[config.mk]
export PLATFORM = sky130hd
export DESIGN_NAME = usb_host_interrupt_output
export DESIGN_NICKNAME = d
export VERILOG_FILES = /design/src/irq_out_pkg.sv /design/src/irq_pin_driver.sv /design/src/usb_host_interrupt_output.sv
export VERILOG_INCLUDE_DIRS = /design/src
export SDC_FILE = /design/constraint.sdc
export NUM_CORES = 1
export LEC_CHECK = 0
export BUFFER_PORTS_ARGS = -buffer_cell sky130_fd_sc_hd__buf_2
export CELL_PAD_IN_SITES_DETAIL_PLACEMENT = 0
export CELL_PAD_IN_SITES_GLOBAL_PLACEMENT = 1
export CORE_UTILIZATION = 45
export DETAILED_ROUTE_END_ITERATION = 6
export GPL_TIMING_DRIVEN = 0
export HOLD_SLACK_MARGIN = 0.08
export PLACE_DENSITY_LB_ADDON = 0.1
export SYNTH_ARGS = -nofsm -noshare
export SYNTH_HDL_FRONTEND = slang
export SYNTH_SLANG_ARGS = --single-unit
[constraint.sdc]
create_clock -name ref_clk_i -period 3.08 [get_ports ref_clk_i]
set_clock_uncertainty 0.1 [all_clocks]
set_input_delay 0.308 -clock ref_clk_i [delete_from_list [all_inputs] [get_ports ref_clk_i]]
set_output_delay 0.308 -clock ref_clk_i [all_outputs]
set_load 0.02 [all_outputs]
[src/irq_out_defines.svh]
`ifndef IRQ_OUT_DEFINES_SVH
`define IRQ_OUT_DEFINES_SVH

// ----------------------------------------------------------------
// Command indexes
// ----------------------------------------------------------------
`define CMD_HWCFG_RD 8'h20
`define CMD_HWCFG_WR 8'ha0
`define CMD_L2_STAT_RD 8'h03
`define CMD_L2_STAT_WR 8'h83
`define CMD_L2_EN_RD 8'h04
`define CMD_L2_EN_WR 8'h84
`define CMD_L1_STAT_RD 8'h24
`define CMD_L1_STAT_WR 8'ha4
`define CMD_L1_EN_RD 8'h25
`define CMD_L1_EN_WR 8'ha5
`define CMD_SOFT_RESET 8'ha9

// ----------------------------------------------------------------
// Field positions and reset values
// ----------------------------------------------------------------
`define HWCFG_PIN_EN_BIT 0
`define HWCFG_TRIG_BIT 1
`define HWCFG_POL_BIT 2
`define L2_MIE_BIT 31
`define L2_HI_WORD_BASE 16
`define L1_HC_EVENT_BIT 5
`define HWCFG_RESET 16'h0000
`define WORD_ZERO 16'h0000
`define EV_ZERO 6'h00

`endif

[src/irq_out_pkg.sv]
package irq_out_pkg;
    // Decoded pin configuration carried as one bundle
    typedef struct packed {
        logic pin_latch_enable;
        logic trigger_edge;
        logic polarity_high;
    } pin_cfg_s;

    // Host port access phase
    typedef enum logic [2:0] {
        PH_IDLE = 3'b001,
        PH_LOW = 3'b010,
        PH_HIGH = 3'b100
    } phase_e;
endpackage

[src/irq_pin_driver.sv]
`timescale 1ns/1ps
`include "irq_out_defines.svh"

module irq_pin_driver (
    input wire logic ref_clk_i,
    input wire logic rstn_i,
    input wire logic aggregate_i,
    input wire irq_out_pkg::pin_cfg_s cfg_i,
    output logic irq_pin_o
);
    // ----------------------------------------------------------------
    // Latch and pin shaping
    // ----------------------------------------------------------------
    logic latch_reg;
    logic latch_next;
    logic latch_d_reg;
    logic pulse_reg;
    logic active_w;
    logic pin_next;

    // Latch follows the aggregate only while the pin enable is set
    assign latch_next = cfg_i.pin_latch_enable ? aggregate_i : latch_reg;
    // Edge modes fire one clock on a rising latched value
    assign active_w = cfg_i.trigger_edge ? pulse_reg : latch_reg;
    assign pin_next = cfg_i.polarity_high ? active_w : ~active_w;

    // Registered so the pin never glitches on a decode change
    always_ff @(posedge ref_clk_i or negedge rstn_i) begin
        if (!rstn_i) begin
            latch_reg <= 1'b0;
            latch_d_reg <= 1'b0;
            pulse_reg <= 1'b0;
            irq_pin_o <= 1'b1;
        end else begin
            latch_reg <= latch_next;
            latch_d_reg <= latch_reg;
            pulse_reg <= latch_reg & ~latch_d_reg;
            irq_pin_o <= pin_next;
        end
    end

    a_latch_hold: assert property (@(posedge ref_clk_i) disable iff (!rstn_i)
        !cfg_i.pin_latch_enable |=> latch_reg == $past(latch_reg))
        else $error("latch moved while pin enable low");
    a_latch_sample: assert property (@(posedge ref_clk_i) disable iff (!rstn_i)
        cfg_i.pin_latch_enable |=> latch_reg == $past(aggregate_i))
        else $error("latch missed aggregate sample");
    a_edge_pulse: assert property (@(posedge ref_clk_i) disable iff (!rstn_i)
        $rose(latch_reg) |=> pulse_reg ##1 !pulse_reg)
        else $error("edge pulse not one clock");
    c_edge_pulse: cover property (@(posedge ref_clk_i) disable iff (!rstn_i)
        cfg_i.trigger_edge && pulse_reg);
endmodule

[src/usb_host_interrupt_output.sv]
// Contract
// - Pin has four modes: level low, level high, edge low, edge high.
// - Trigger and polarity selects sit in config bits 1 and 2, index 20H/A0H.
// - Config bit 0 enables updating of the interrupt pin.
// - Six second-level flags, each set when its controller event happens.
// - OR of status AND enable, gated by master enable bit 31.
// - Gated second-level result sets the controller event bit in first level.
// - Six first-level flags, each counts only when its enable bit is set.
// - Latch held by pin enable; pin holds while enable is zero.
// - Command index then 16-bit data words, low word first for 32-bit.
`timescale 1ns/1ps
`include "irq_out_defines.svh"

module usb_host_interrupt_output #(
    parameter int NUM_EVENTS = 6
) (
    input wire logic ref_clk_i,
    input wire logic rstn_i,
    input wire logic cs_n_i,
    input wire logic a0_i,
    input wire logic rd_n_i,
    input wire logic wr_n_i,
    input wire logic [15:0] data_i,
    input wire logic [NUM_EVENTS-1:0] l2_event_i,
    input wire logic [NUM_EVENTS-2:0] l1_event_i,
    output logic [15:0] data_o,
    output logic data_oe_n_o,
    output logic irq_pin_o
);
    // ----------------------------------------------------------------
    // Host port strobes
    // ----------------------------------------------------------------
    logic rd_d_reg;
    logic wr_d_reg;
    logic [7:0] cmd_reg;
    irq_out_pkg::phase_e phase_reg;
    irq_out_pkg::phase_e phase_next;
    logic [15:0] low_hold_reg;

    // Write strobes act on their falling edge and reads on their release, so one access counts once
    wire rd_act = !cs_n_i && !rd_n_i;
    wire wr_act = !cs_n_i && !wr_n_i;
    wire cmd_wr = wr_act && !wr_d_reg && a0_i;
    wire dat_wr = wr_act && !wr_d_reg && !a0_i;
    wire dat_rd_end = !rd_act && rd_d_reg;
    wire is_hi = (phase_reg == irq_out_pkg::PH_HIGH);

    // ----------------------------------------------------------------
    // Registers
    // ----------------------------------------------------------------
    logic [15:0] hwcfg_reg;
    logic [NUM_EVENTS-1:0] l2_stat_reg;
    logic [NUM_EVENTS-1:0] l2_en_reg;
    logic l2_mie_reg;
    logic [NUM_EVENTS-1:0] l1_stat_reg;
    logic [NUM_EVENTS-1:0] l1_en_reg;

    function automatic logic is_cmd(input logic [7:0] c, input logic [7:0] k);
        is_cmd = (c == k);
    endfunction

    // Write decode for each register
    wire wr_hwcfg = dat_wr && is_cmd(cmd_reg, `CMD_HWCFG_WR);
    wire wr_l2_stat = dat_wr && is_cmd(cmd_reg, `CMD_L2_STAT_WR);
    wire wr_l2_en_lo = dat_wr && is_cmd(cmd_reg, `CMD_L2_EN_WR) && !is_hi;
    wire wr_l2_en_hi = dat_wr && is_cmd(cmd_reg, `CMD_L2_EN_WR) && is_hi;
    wire wr_l1_stat = dat_wr && is_cmd(cmd_reg, `CMD_L1_STAT_WR);
    wire wr_l1_en = dat_wr && is_cmd(cmd_reg, `CMD_L1_EN_WR);
    wire soft_rst = cmd_wr && is_cmd(data_i[7:0], `CMD_SOFT_RESET);
    wire is_32 = is_cmd(cmd_reg, `CMD_L2_EN_WR) || is_cmd(cmd_reg, `CMD_L2_EN_RD);

    // Phase advances per data access; 32-bit registers take two words
    always_comb begin
        phase_next = phase_reg;
        if (cmd_wr) begin
            phase_next = irq_out_pkg::PH_LOW;
        end else if (dat_wr || dat_rd_end) begin
            case (phase_reg)
                irq_out_pkg::PH_LOW: phase_next = is_32 ? irq_out_pkg::PH_HIGH
                                                        : irq_out_pkg::PH_IDLE;
                irq_out_pkg::PH_HIGH: phase_next = irq_out_pkg::PH_IDLE;
                default: phase_next = irq_out_pkg::PH_IDLE;
            endcase
        end
    end

    // ----------------------------------------------------------------
    // Event aggregation
    // ----------------------------------------------------------------
    wire l2_summary = |(l2_stat_reg & l2_en_reg) & l2_mie_reg;
    wire [NUM_EVENTS-1:0] l1_src = {l2_summary, l1_event_i};
    wire l1_aggregate = |(l1_stat_reg & l1_en_reg);

    // Status flags: hardware set wins over a software clear (write one at second level, write zero at first)
    logic [NUM_EVENTS-1:0] l2_stat_next;
    logic [NUM_EVENTS-1:0] l1_stat_next;
    genvar g;
    generate
        for (g = 0; g < NUM_EVENTS; g++) begin : g_flag
            assign l2_stat_next[g] = l2_event_i[g] ||
                (l2_stat_reg[g] && !(wr_l2_stat && data_i[g]));
            // Writing one to a first-level bit also sets it, so software can
            // re-arm all bits before re-enabling the pin
            assign l1_stat_next[g] = l1_src[g] ||
                (wr_l1_stat ? data_i[g] : l1_stat_reg[g]);
        end
    endgenerate

    always_ff @(posedge ref_clk_i or negedge rstn_i) begin
        if (!rstn_i) begin
            rd_d_reg <= 1'b0;
            wr_d_reg <= 1'b0;
            cmd_reg <= 8'h00;
            phase_reg <= irq_out_pkg::PH_IDLE;
            low_hold_reg <= `WORD_ZERO;
        end else begin
            rd_d_reg <= rd_act;
            wr_d_reg <= wr_act;
            phase_reg <= phase_next;
            if (cmd_wr) begin
                cmd_reg <= data_i[7:0];
            end
            if (wr_l2_en_lo) begin
                low_hold_reg <= data_i;
            end
        end
    end

    // Register file; soft reset returns every register to its reset value
    always_ff @(posedge ref_clk_i or negedge rstn_i) begin
        if (!rstn_i) begin
            hwcfg_reg <= `HWCFG_RESET;
            l2_stat_reg <= `EV_ZERO;
            l2_en_reg <= `EV_ZERO;
            l2_mie_reg <= 1'b0;
            l1_stat_reg <= `EV_ZERO;
            l1_en_reg <= `EV_ZERO;
        end else if (soft_rst) begin
            hwcfg_reg <= `HWCFG_RESET;
            l2_stat_reg <= `EV_ZERO;
            l2_en_reg <= `EV_ZERO;
            l2_mie_reg <= 1'b0;
            l1_stat_reg <= `EV_ZERO;
            l1_en_reg <= `EV_ZERO;
        end else begin
            l2_stat_reg <= l2_stat_next;
            l1_stat_reg <= l1_stat_next;
            if (wr_hwcfg) begin
                hwcfg_reg <= data_i;
            end
            // Enable takes effect only once the upper word completes it
            if (wr_l2_en_hi) begin
                l2_en_reg <= low_hold_reg[NUM_EVENTS-1:0];
                l2_mie_reg <= data_i[`L2_MIE_BIT-`L2_HI_WORD_BASE];
            end
            if (wr_l1_en) begin
                l1_en_reg <= data_i[NUM_EVENTS-1:0];
            end
        end
    end

    // ----------------------------------------------------------------
    // Read path
    // ----------------------------------------------------------------
    logic [15:0] rd_word;
    always_comb begin
        rd_word = `WORD_ZERO;
        if (is_cmd(cmd_reg, `CMD_HWCFG_RD)) begin
            rd_word = hwcfg_reg;
        end else if (is_cmd(cmd_reg, `CMD_L2_STAT_RD)) begin
            rd_word = {10'h000, l2_stat_reg};
        end else if (is_cmd(cmd_reg, `CMD_L2_EN_RD)) begin
            rd_word = is_hi ? {l2_mie_reg, 15'h0000} : {10'h000, l2_en_reg};
        end else if (is_cmd(cmd_reg, `CMD_L1_STAT_RD)) begin
            rd_word = {10'h000, l1_stat_reg};
        end else if (is_cmd(cmd_reg, `CMD_L1_EN_RD)) begin
            rd_word = {10'h000, l1_en_reg};
        end
    end

    always_ff @(posedge ref_clk_i or negedge rstn_i) begin
        if (!rstn_i) begin
            data_o <= `WORD_ZERO;
            data_oe_n_o <= 1'b1;
        end else begin
            data_o <= rd_word;
            data_oe_n_o <= !(rd_act && !a0_i);
        end
    end

    // ----------------------------------------------------------------
    // Pin stage
    // ----------------------------------------------------------------
    irq_out_pkg::pin_cfg_s pin_cfg;
    assign pin_cfg.pin_latch_enable = hwcfg_reg[`HWCFG_PIN_EN_BIT];
    assign pin_cfg.trigger_edge = hwcfg_reg[`HWCFG_TRIG_BIT];
    assign pin_cfg.polarity_high = hwcfg_reg[`HWCFG_POL_BIT];

    irq_pin_driver u_pin (
        .ref_clk_i(ref_clk_i),
        .rstn_i(rstn_i),
        .aggregate_i(l1_aggregate),
        .cfg_i(pin_cfg),
        .irq_pin_o(irq_pin_o)
    );

    // ----------------------------------------------------------------
    // Checks
    // ----------------------------------------------------------------
    a_l2_set: assert property (@(posedge ref_clk_i) disable iff (!rstn_i)
        l2_event_i[0] && !soft_rst |=> l2_stat_reg[0])
        else $error("second-level flag not set");
    a_l2_gate: assert property (@(posedge ref_clk_i) disable iff (!rstn_i)
        !l2_mie_reg |-> !l2_summary)
        else $error("summary without master enable");
    a_l1_chain: assert property (@(posedge ref_clk_i) disable iff (!rstn_i)
        l2_summary && !soft_rst |=> l1_stat_reg[`L1_HC_EVENT_BIT])
        else $error("first-level event bit not set");
    a_l1_mask: assert property (@(posedge ref_clk_i) disable iff (!rstn_i)
        l1_en_reg == `EV_ZERO |-> !l1_aggregate)
        else $error("aggregate with all enables off");
    a_pin_hold: assert property (@(posedge ref_clk_i) disable iff (!rstn_i)
        !pin_cfg.pin_latch_enable && $stable(hwcfg_reg) ##1
        !pin_cfg.pin_latch_enable && $stable(hwcfg_reg)
        |=> $stable(irq_pin_o))
        else $error("pin moved while pin enable low");
    a_level_mode: assert property (@(posedge ref_clk_i) disable iff (!rstn_i)
        pin_cfg.pin_latch_enable && !pin_cfg.trigger_edge && $stable(hwcfg_reg)
        ##1 $stable(hwcfg_reg) ##1 $stable(hwcfg_reg)
        |-> irq_pin_o == (pin_cfg.polarity_high ~^ $past(l1_aggregate, 2)))
        else $error("level mode pin wrong");
    a_cmd_phase: assert property (@(posedge ref_clk_i) disable iff (!rstn_i)
        cmd_wr |=> phase_reg == irq_out_pkg::PH_LOW)
        else $error("command did not open data phase");
    a_cfg_write: assert property (@(posedge ref_clk_i) disable iff (!rstn_i)
        wr_hwcfg && !soft_rst |=> hwcfg_reg == $past(data_i))
        else $error("configuration write lost");

    c_level_low: cover property (@(posedge ref_clk_i) disable iff (!rstn_i)
        pin_cfg.pin_latch_enable && !pin_cfg.polarity_high && !irq_pin_o);
    c_level_high: cover property (@(posedge ref_clk_i) disable iff (!rstn_i)
        pin_cfg.pin_latch_enable && pin_cfg.polarity_high && irq_pin_o);
    c_l2_path: cover property (@(posedge ref_clk_i) disable iff (!rstn_i)
        l2_summary ##1 l1_aggregate);
    c_en_32bit: cover property (@(posedge ref_clk_i) disable iff (!rstn_i)
        wr_l2_en_hi);
endmodule

==> flow_results.xml <==
<?xml version="1.0" encoding="UTF-8"?>
<metrics>
  <group name="run_status">
    <metric name="status" unit="">finished clean</metric>
  </group>
  <group name="timing">
    <metric name="rsz0062_at_grt" unit="">false</metric>
    <metric name="report.final.hold_viol_count" unit="">0</metric>
    <metric name="worst_slew_margin_rel" unit="">0.460</metric>
    <metric name="worstMarginPinSlew" unit="ns">0.805</metric>
    <metric name="timing_max_transition_violations_final" unit="">0</metric>
    <metric name="fin_tns_setup" unit="ns">0</metric>
    <metric name="final_min_period_over_clock_period" unit="">0.868</metric>
    <metric name="max_freq" unit="MHz">374</metric>
    <metric name="fin_crit" unit="ns">2.67</metric>
    <metric name="setup_violations" unit="">0</metric>
  </group>
  <group name="synth">
    <metric name="syn-num-nets" unit="">347</metric>
    <metric name="synth_mux_area_frac" unit="">0.116</metric>
    <metric name="netlist.top_cell.by_area" unit="">dfrtp_1</metric>
    <metric name="synthXorXnorAreaFrac" unit="">0.00246</metric>
    <metric name="synth_compound_area_frac" unit="">0.103</metric>
    <metric name="async_flop_share" unit="">1.00</metric>
    <metric name="synth.area.top_cells" unit="">dfrtp_1 55%, mux2i_1 5.9%, mux2_2 5.7%</metric>
    <metric name="postSynthCellCount" unit="">314</metric>
    <metric name="synth-edff-count" unit="">0</metric>
    <metric name="synthDominantCellAreaShare" unit="">0.548</metric>
    <metric name="top_flip_flop_cell_by_instance_count_after_synthesis" unit="">dfrtp_1</metric>
    <metric name="synth_seq_cells" unit="">81</metric>
    <metric name="yosys.area_share.simple" unit="">0.174</metric>
    <metric name="synthesis.area_per_instance" unit="sq um">11.3</metric>
    <metric name="synth_sequential_area_ratio" unit="">0.570</metric>
    <metric name="post_synth_fa_ha_maj_area_fraction" unit="">0</metric>
    <metric name="synthesis.area" unit="sq mm">0.00356</metric>
    <metric name="synth.lib_cells_used.distinct" unit="">44</metric>
    <metric name="synth-warning-count" unit="">0</metric>
    <metric name="synth_top_family_by_area" unit="">simple AND/OR/NAND/NOR gates</metric>
  </group>
  <group name="finish">
    <metric name="area_delta_synth_final" unit="%">20.9</metric>
    <metric name="antenna-diode-count" unit="">0</metric>
    <metric name="final_common_cell" unit="">dfrtp_1</metric>
    <metric name="layout.cells.most_common_list" unit="">78 x dfrtp_1, 54 x buf_2, 25 x nor2_1, 23 x nand2_1, 21 x mux2i_1</metric>
    <metric name="drive_above_1_share" unit="">0.251</metric>
    <metric name="number_of_standard_cells_in_the_final_layout_excluding_fillers" unit="">497</metric>
    <metric name="design.final.nets" unit="">423</metric>
  </group>
  <group name="worst_setup_path">
    <metric name="critical_path.endpoint_type" unit="">register</metric>
    <metric name="path_buf_inv" unit="">5</metric>
    <metric name="critical_path.slowest_cell" unit="">dlygate4sd3_1</metric>
    <metric name="criticalPathCategory" unit="">in2reg</metric>
    <metric name="critical_path_peak_fanout" unit="">10</metric>
    <metric name="kind_of_start_point_of_the_critical_path" unit="">input port</metric>
    <metric name="critPathMaxStageDelay" unit="ns">0.53</metric>
    <metric name="cp_data_required_time" unit="ns">3.22</metric>
    <metric name="crit_family" unit="">buffers and inverters</metric>
    <metric name="critical_path_arrival" unit="ns">2.81</metric>
    <metric name="critical_path_cell_list" unit="">dlygate4sd3_1 &gt; buf_2 &gt; or4b_1 &gt; buf_2 &gt; nor3_4 &gt; buf_2 &gt; buf_2 &gt; nor2_1</metric>
    <metric name="crit_top_cell" unit="">buf_2</metric>
  </group>
  <group name="cts">
    <metric name="postCtsHoldBufs" unit="">14</metric>
    <metric name="post_cts.resized_instances" unit="">0</metric>
    <metric name="post-cts-setup-buffers" unit="">0</metric>
    <metric name="cts_htree_levels" unit="">3</metric>
    <metric name="tritoncts" unit="">done</metric>
    <metric name="clock-root-buffer" unit="">clkbuf_8</metric>
    <metric name="clock_tree.buffer_depth" unit="">2</metric>
    <metric name="clock_sinks" unit="">81</metric>
    <metric name="cts.reportedPaths.clkPinSlew" unit="ns">0.08</metric>
    <metric name="tritoncts.num_buffers" unit="">9</metric>
    <metric name="insertion_delay" unit="ns">0.36</metric>
  </group>
  <group name="die">
    <metric name="core_region_area" unit="sq mm">0.00769</metric>
    <metric name="fp.dieArea" unit="sq mm">0.00827</metric>
    <metric name="floorplan.rows" unit="">32</metric>
    <metric name="die_w" unit="um">91.0</metric>
    <metric name="die_height" unit="um">91.0</metric>
    <metric name="initial_util" unit="">0.463</metric>
    <metric name="num_io_pins" unit="">51</metric>
  </group>
  <group name="pwr">
    <metric name="vdd_ir_drop_max" unit="uV">279</metric>
    <metric name="total_leakage_power" unit="uW">0.00202</metric>
    <metric name="power-per-cell-area" unit="mW/mm^2">530</metric>
  </group>
  <group name="drt">
    <metric name="dr.first_iter.drc_count" unit="">182</metric>
    <metric name="detailroute.via_count" unit="">2614</metric>
    <metric name="post_drt_wl_per_cell" unit="um">17.0</metric>
    <metric name="post-route-drc-count" unit="">0</metric>
    <metric name="detailed_routing_iteration_count_for_the_pre_antenna_repair_pass" unit="">4</metric>
    <metric name="postRouteAntennaNets" unit="">0</metric>
    <metric name="drt_wirelength" unit="um">8470</metric>
    <metric name="viasPerCell" unit="">5.26</metric>
  </group>
  <group name="global_routing">
    <metric name="grt_pass1_wl" unit="um">13900</metric>
    <metric name="gr-total-overflow" unit="">0</metric>
    <metric name="grt.total_usage" unit="">0.226</metric>
    <metric name="grt_start_max_net_pins" unit="">46</metric>
    <metric name="number_of_global_route_vias_before_repair" unit="">2573</metric>
    <metric name="antenna_found_initial" unit="">0</metric>
  </group>
  <group name="worst_hold_path">
    <metric name="hold_path_class" unit="">in2reg</metric>
  </group>
  <group name="place">
    <metric name="numPlacedInstances" unit="">467</metric>
    <metric name="routabilityCongestion" unit="">0.802</metric>
    <metric name="post-dp-hpwl" unit="um">5860</metric>
    <metric name="io_buf_count" unit="">50</metric>
  </group>
  <group name="run">
    <metric name="max_cap_violations" unit="">0</metric>
  </group>
</metrics>
-- area by class of cell --
class	count	area (sq um)
inverter	18	67.6
multi-input combinational	204	1410
fill	724	3380
buffer	11	55.1
sequential	81	2030
clock inverter	5	53.8
timing repair buffer	65	420
tap	102	128
clock buffer	11	141
-- power by group --
| group | switching, uW | leakage (uW) | total (uW) | internal, uW |
|---|---|---|---|---|
| Clock | 386 | 0.000103 | 782 | 396 |
| Sequential | 57.9 | 0.00104 | 1210 | 1150 |
| Combinational | 158 | 0.000884 | 287 | 129 |
-- cells in the mapped netlist (6+ instances only) --
cell type,n
a22oi_1,6
and2_1,10
nand2_1,23
a22o_1,7
nor2b_1,11
nor3_1,6
dfrtp_1,78
mux2_2,18
a21oi_1,14
mux2i_1,21
inv_1,18
nor2_1,25
o21ai_0,14
-- worst min-delay path: cells and delay by family --
family	cells	cell delay, ns
AO/OA/AOI/OAI	1	0.05
buffers and inverters	2	0.15
-- per-stage QoR --
stage | setup slack [ns] | utilization | power (uW) | area (sq um) | hold WS (ns)
after CTS | 0.379 | 0.560 | 2300 | 4300 | 0.0804
after floorplan | 0.945 | - | 1390 | 3560 | -0.0876
after detailed placement | 0.487 | 0.516 | 1510 | 3970 | 0.215
final | 0.408 | 0.560 | 2280 | 4300 | 0.0843
after global routing | 0.270 | 0.560 | 2400 | 4300 | 0.0836
after global placement | 0.476 | 0.512 | 1500 | 3940 | 0.283
-- layer usage --
| layer | track usage | routed length (um) |
|---|---|---|
| met4 | 0.0794 | 143 |
| met2 | 0.345 | 3890 |
| met5 | 0 | 0 |
| met3 | 0.0444 | 290 |
| met1 | 0.325 | 4150 |
-- worst paths after layout --
path	from	endpoint	slack (ns)	cells after the start
setup / recovery	wr_n_i	hwcfg_reg[9]$_DFFE_PN0P_	0.41	8
hold / removal	l2_event_i[0]	l2_stat_reg[0]$_DFF_PN0_	0.08	3
setup reg to reg	cmd_reg[4]$_DFFE_PN0P_	data_o[2]$_DFF_PN0_	0.58	4
hold reg to reg	u_pin.latch_d_reg$_DFF_PN0_	u_pin.pulse_reg$_DFF_PN0_	0.30	1
max in group asynchronous	rstn_i	u_pin.irq_pin_o$_DFF_PN1_	1.88	3
min in group asynchronous	rstn_i	phase_reg[1]$_DFFE_PN0P_	0.35	2
-- kinds of logic after synthesis --
kind of cell           Yosys count
buffers and inverters           29
multiplexers                    39
flip-flops                      81
AO/OA/AOI/OAI                   58
AND/OR/NAND/NOR                106
XOR/XNOR                         1
Power figures use the tool's default switching activity.
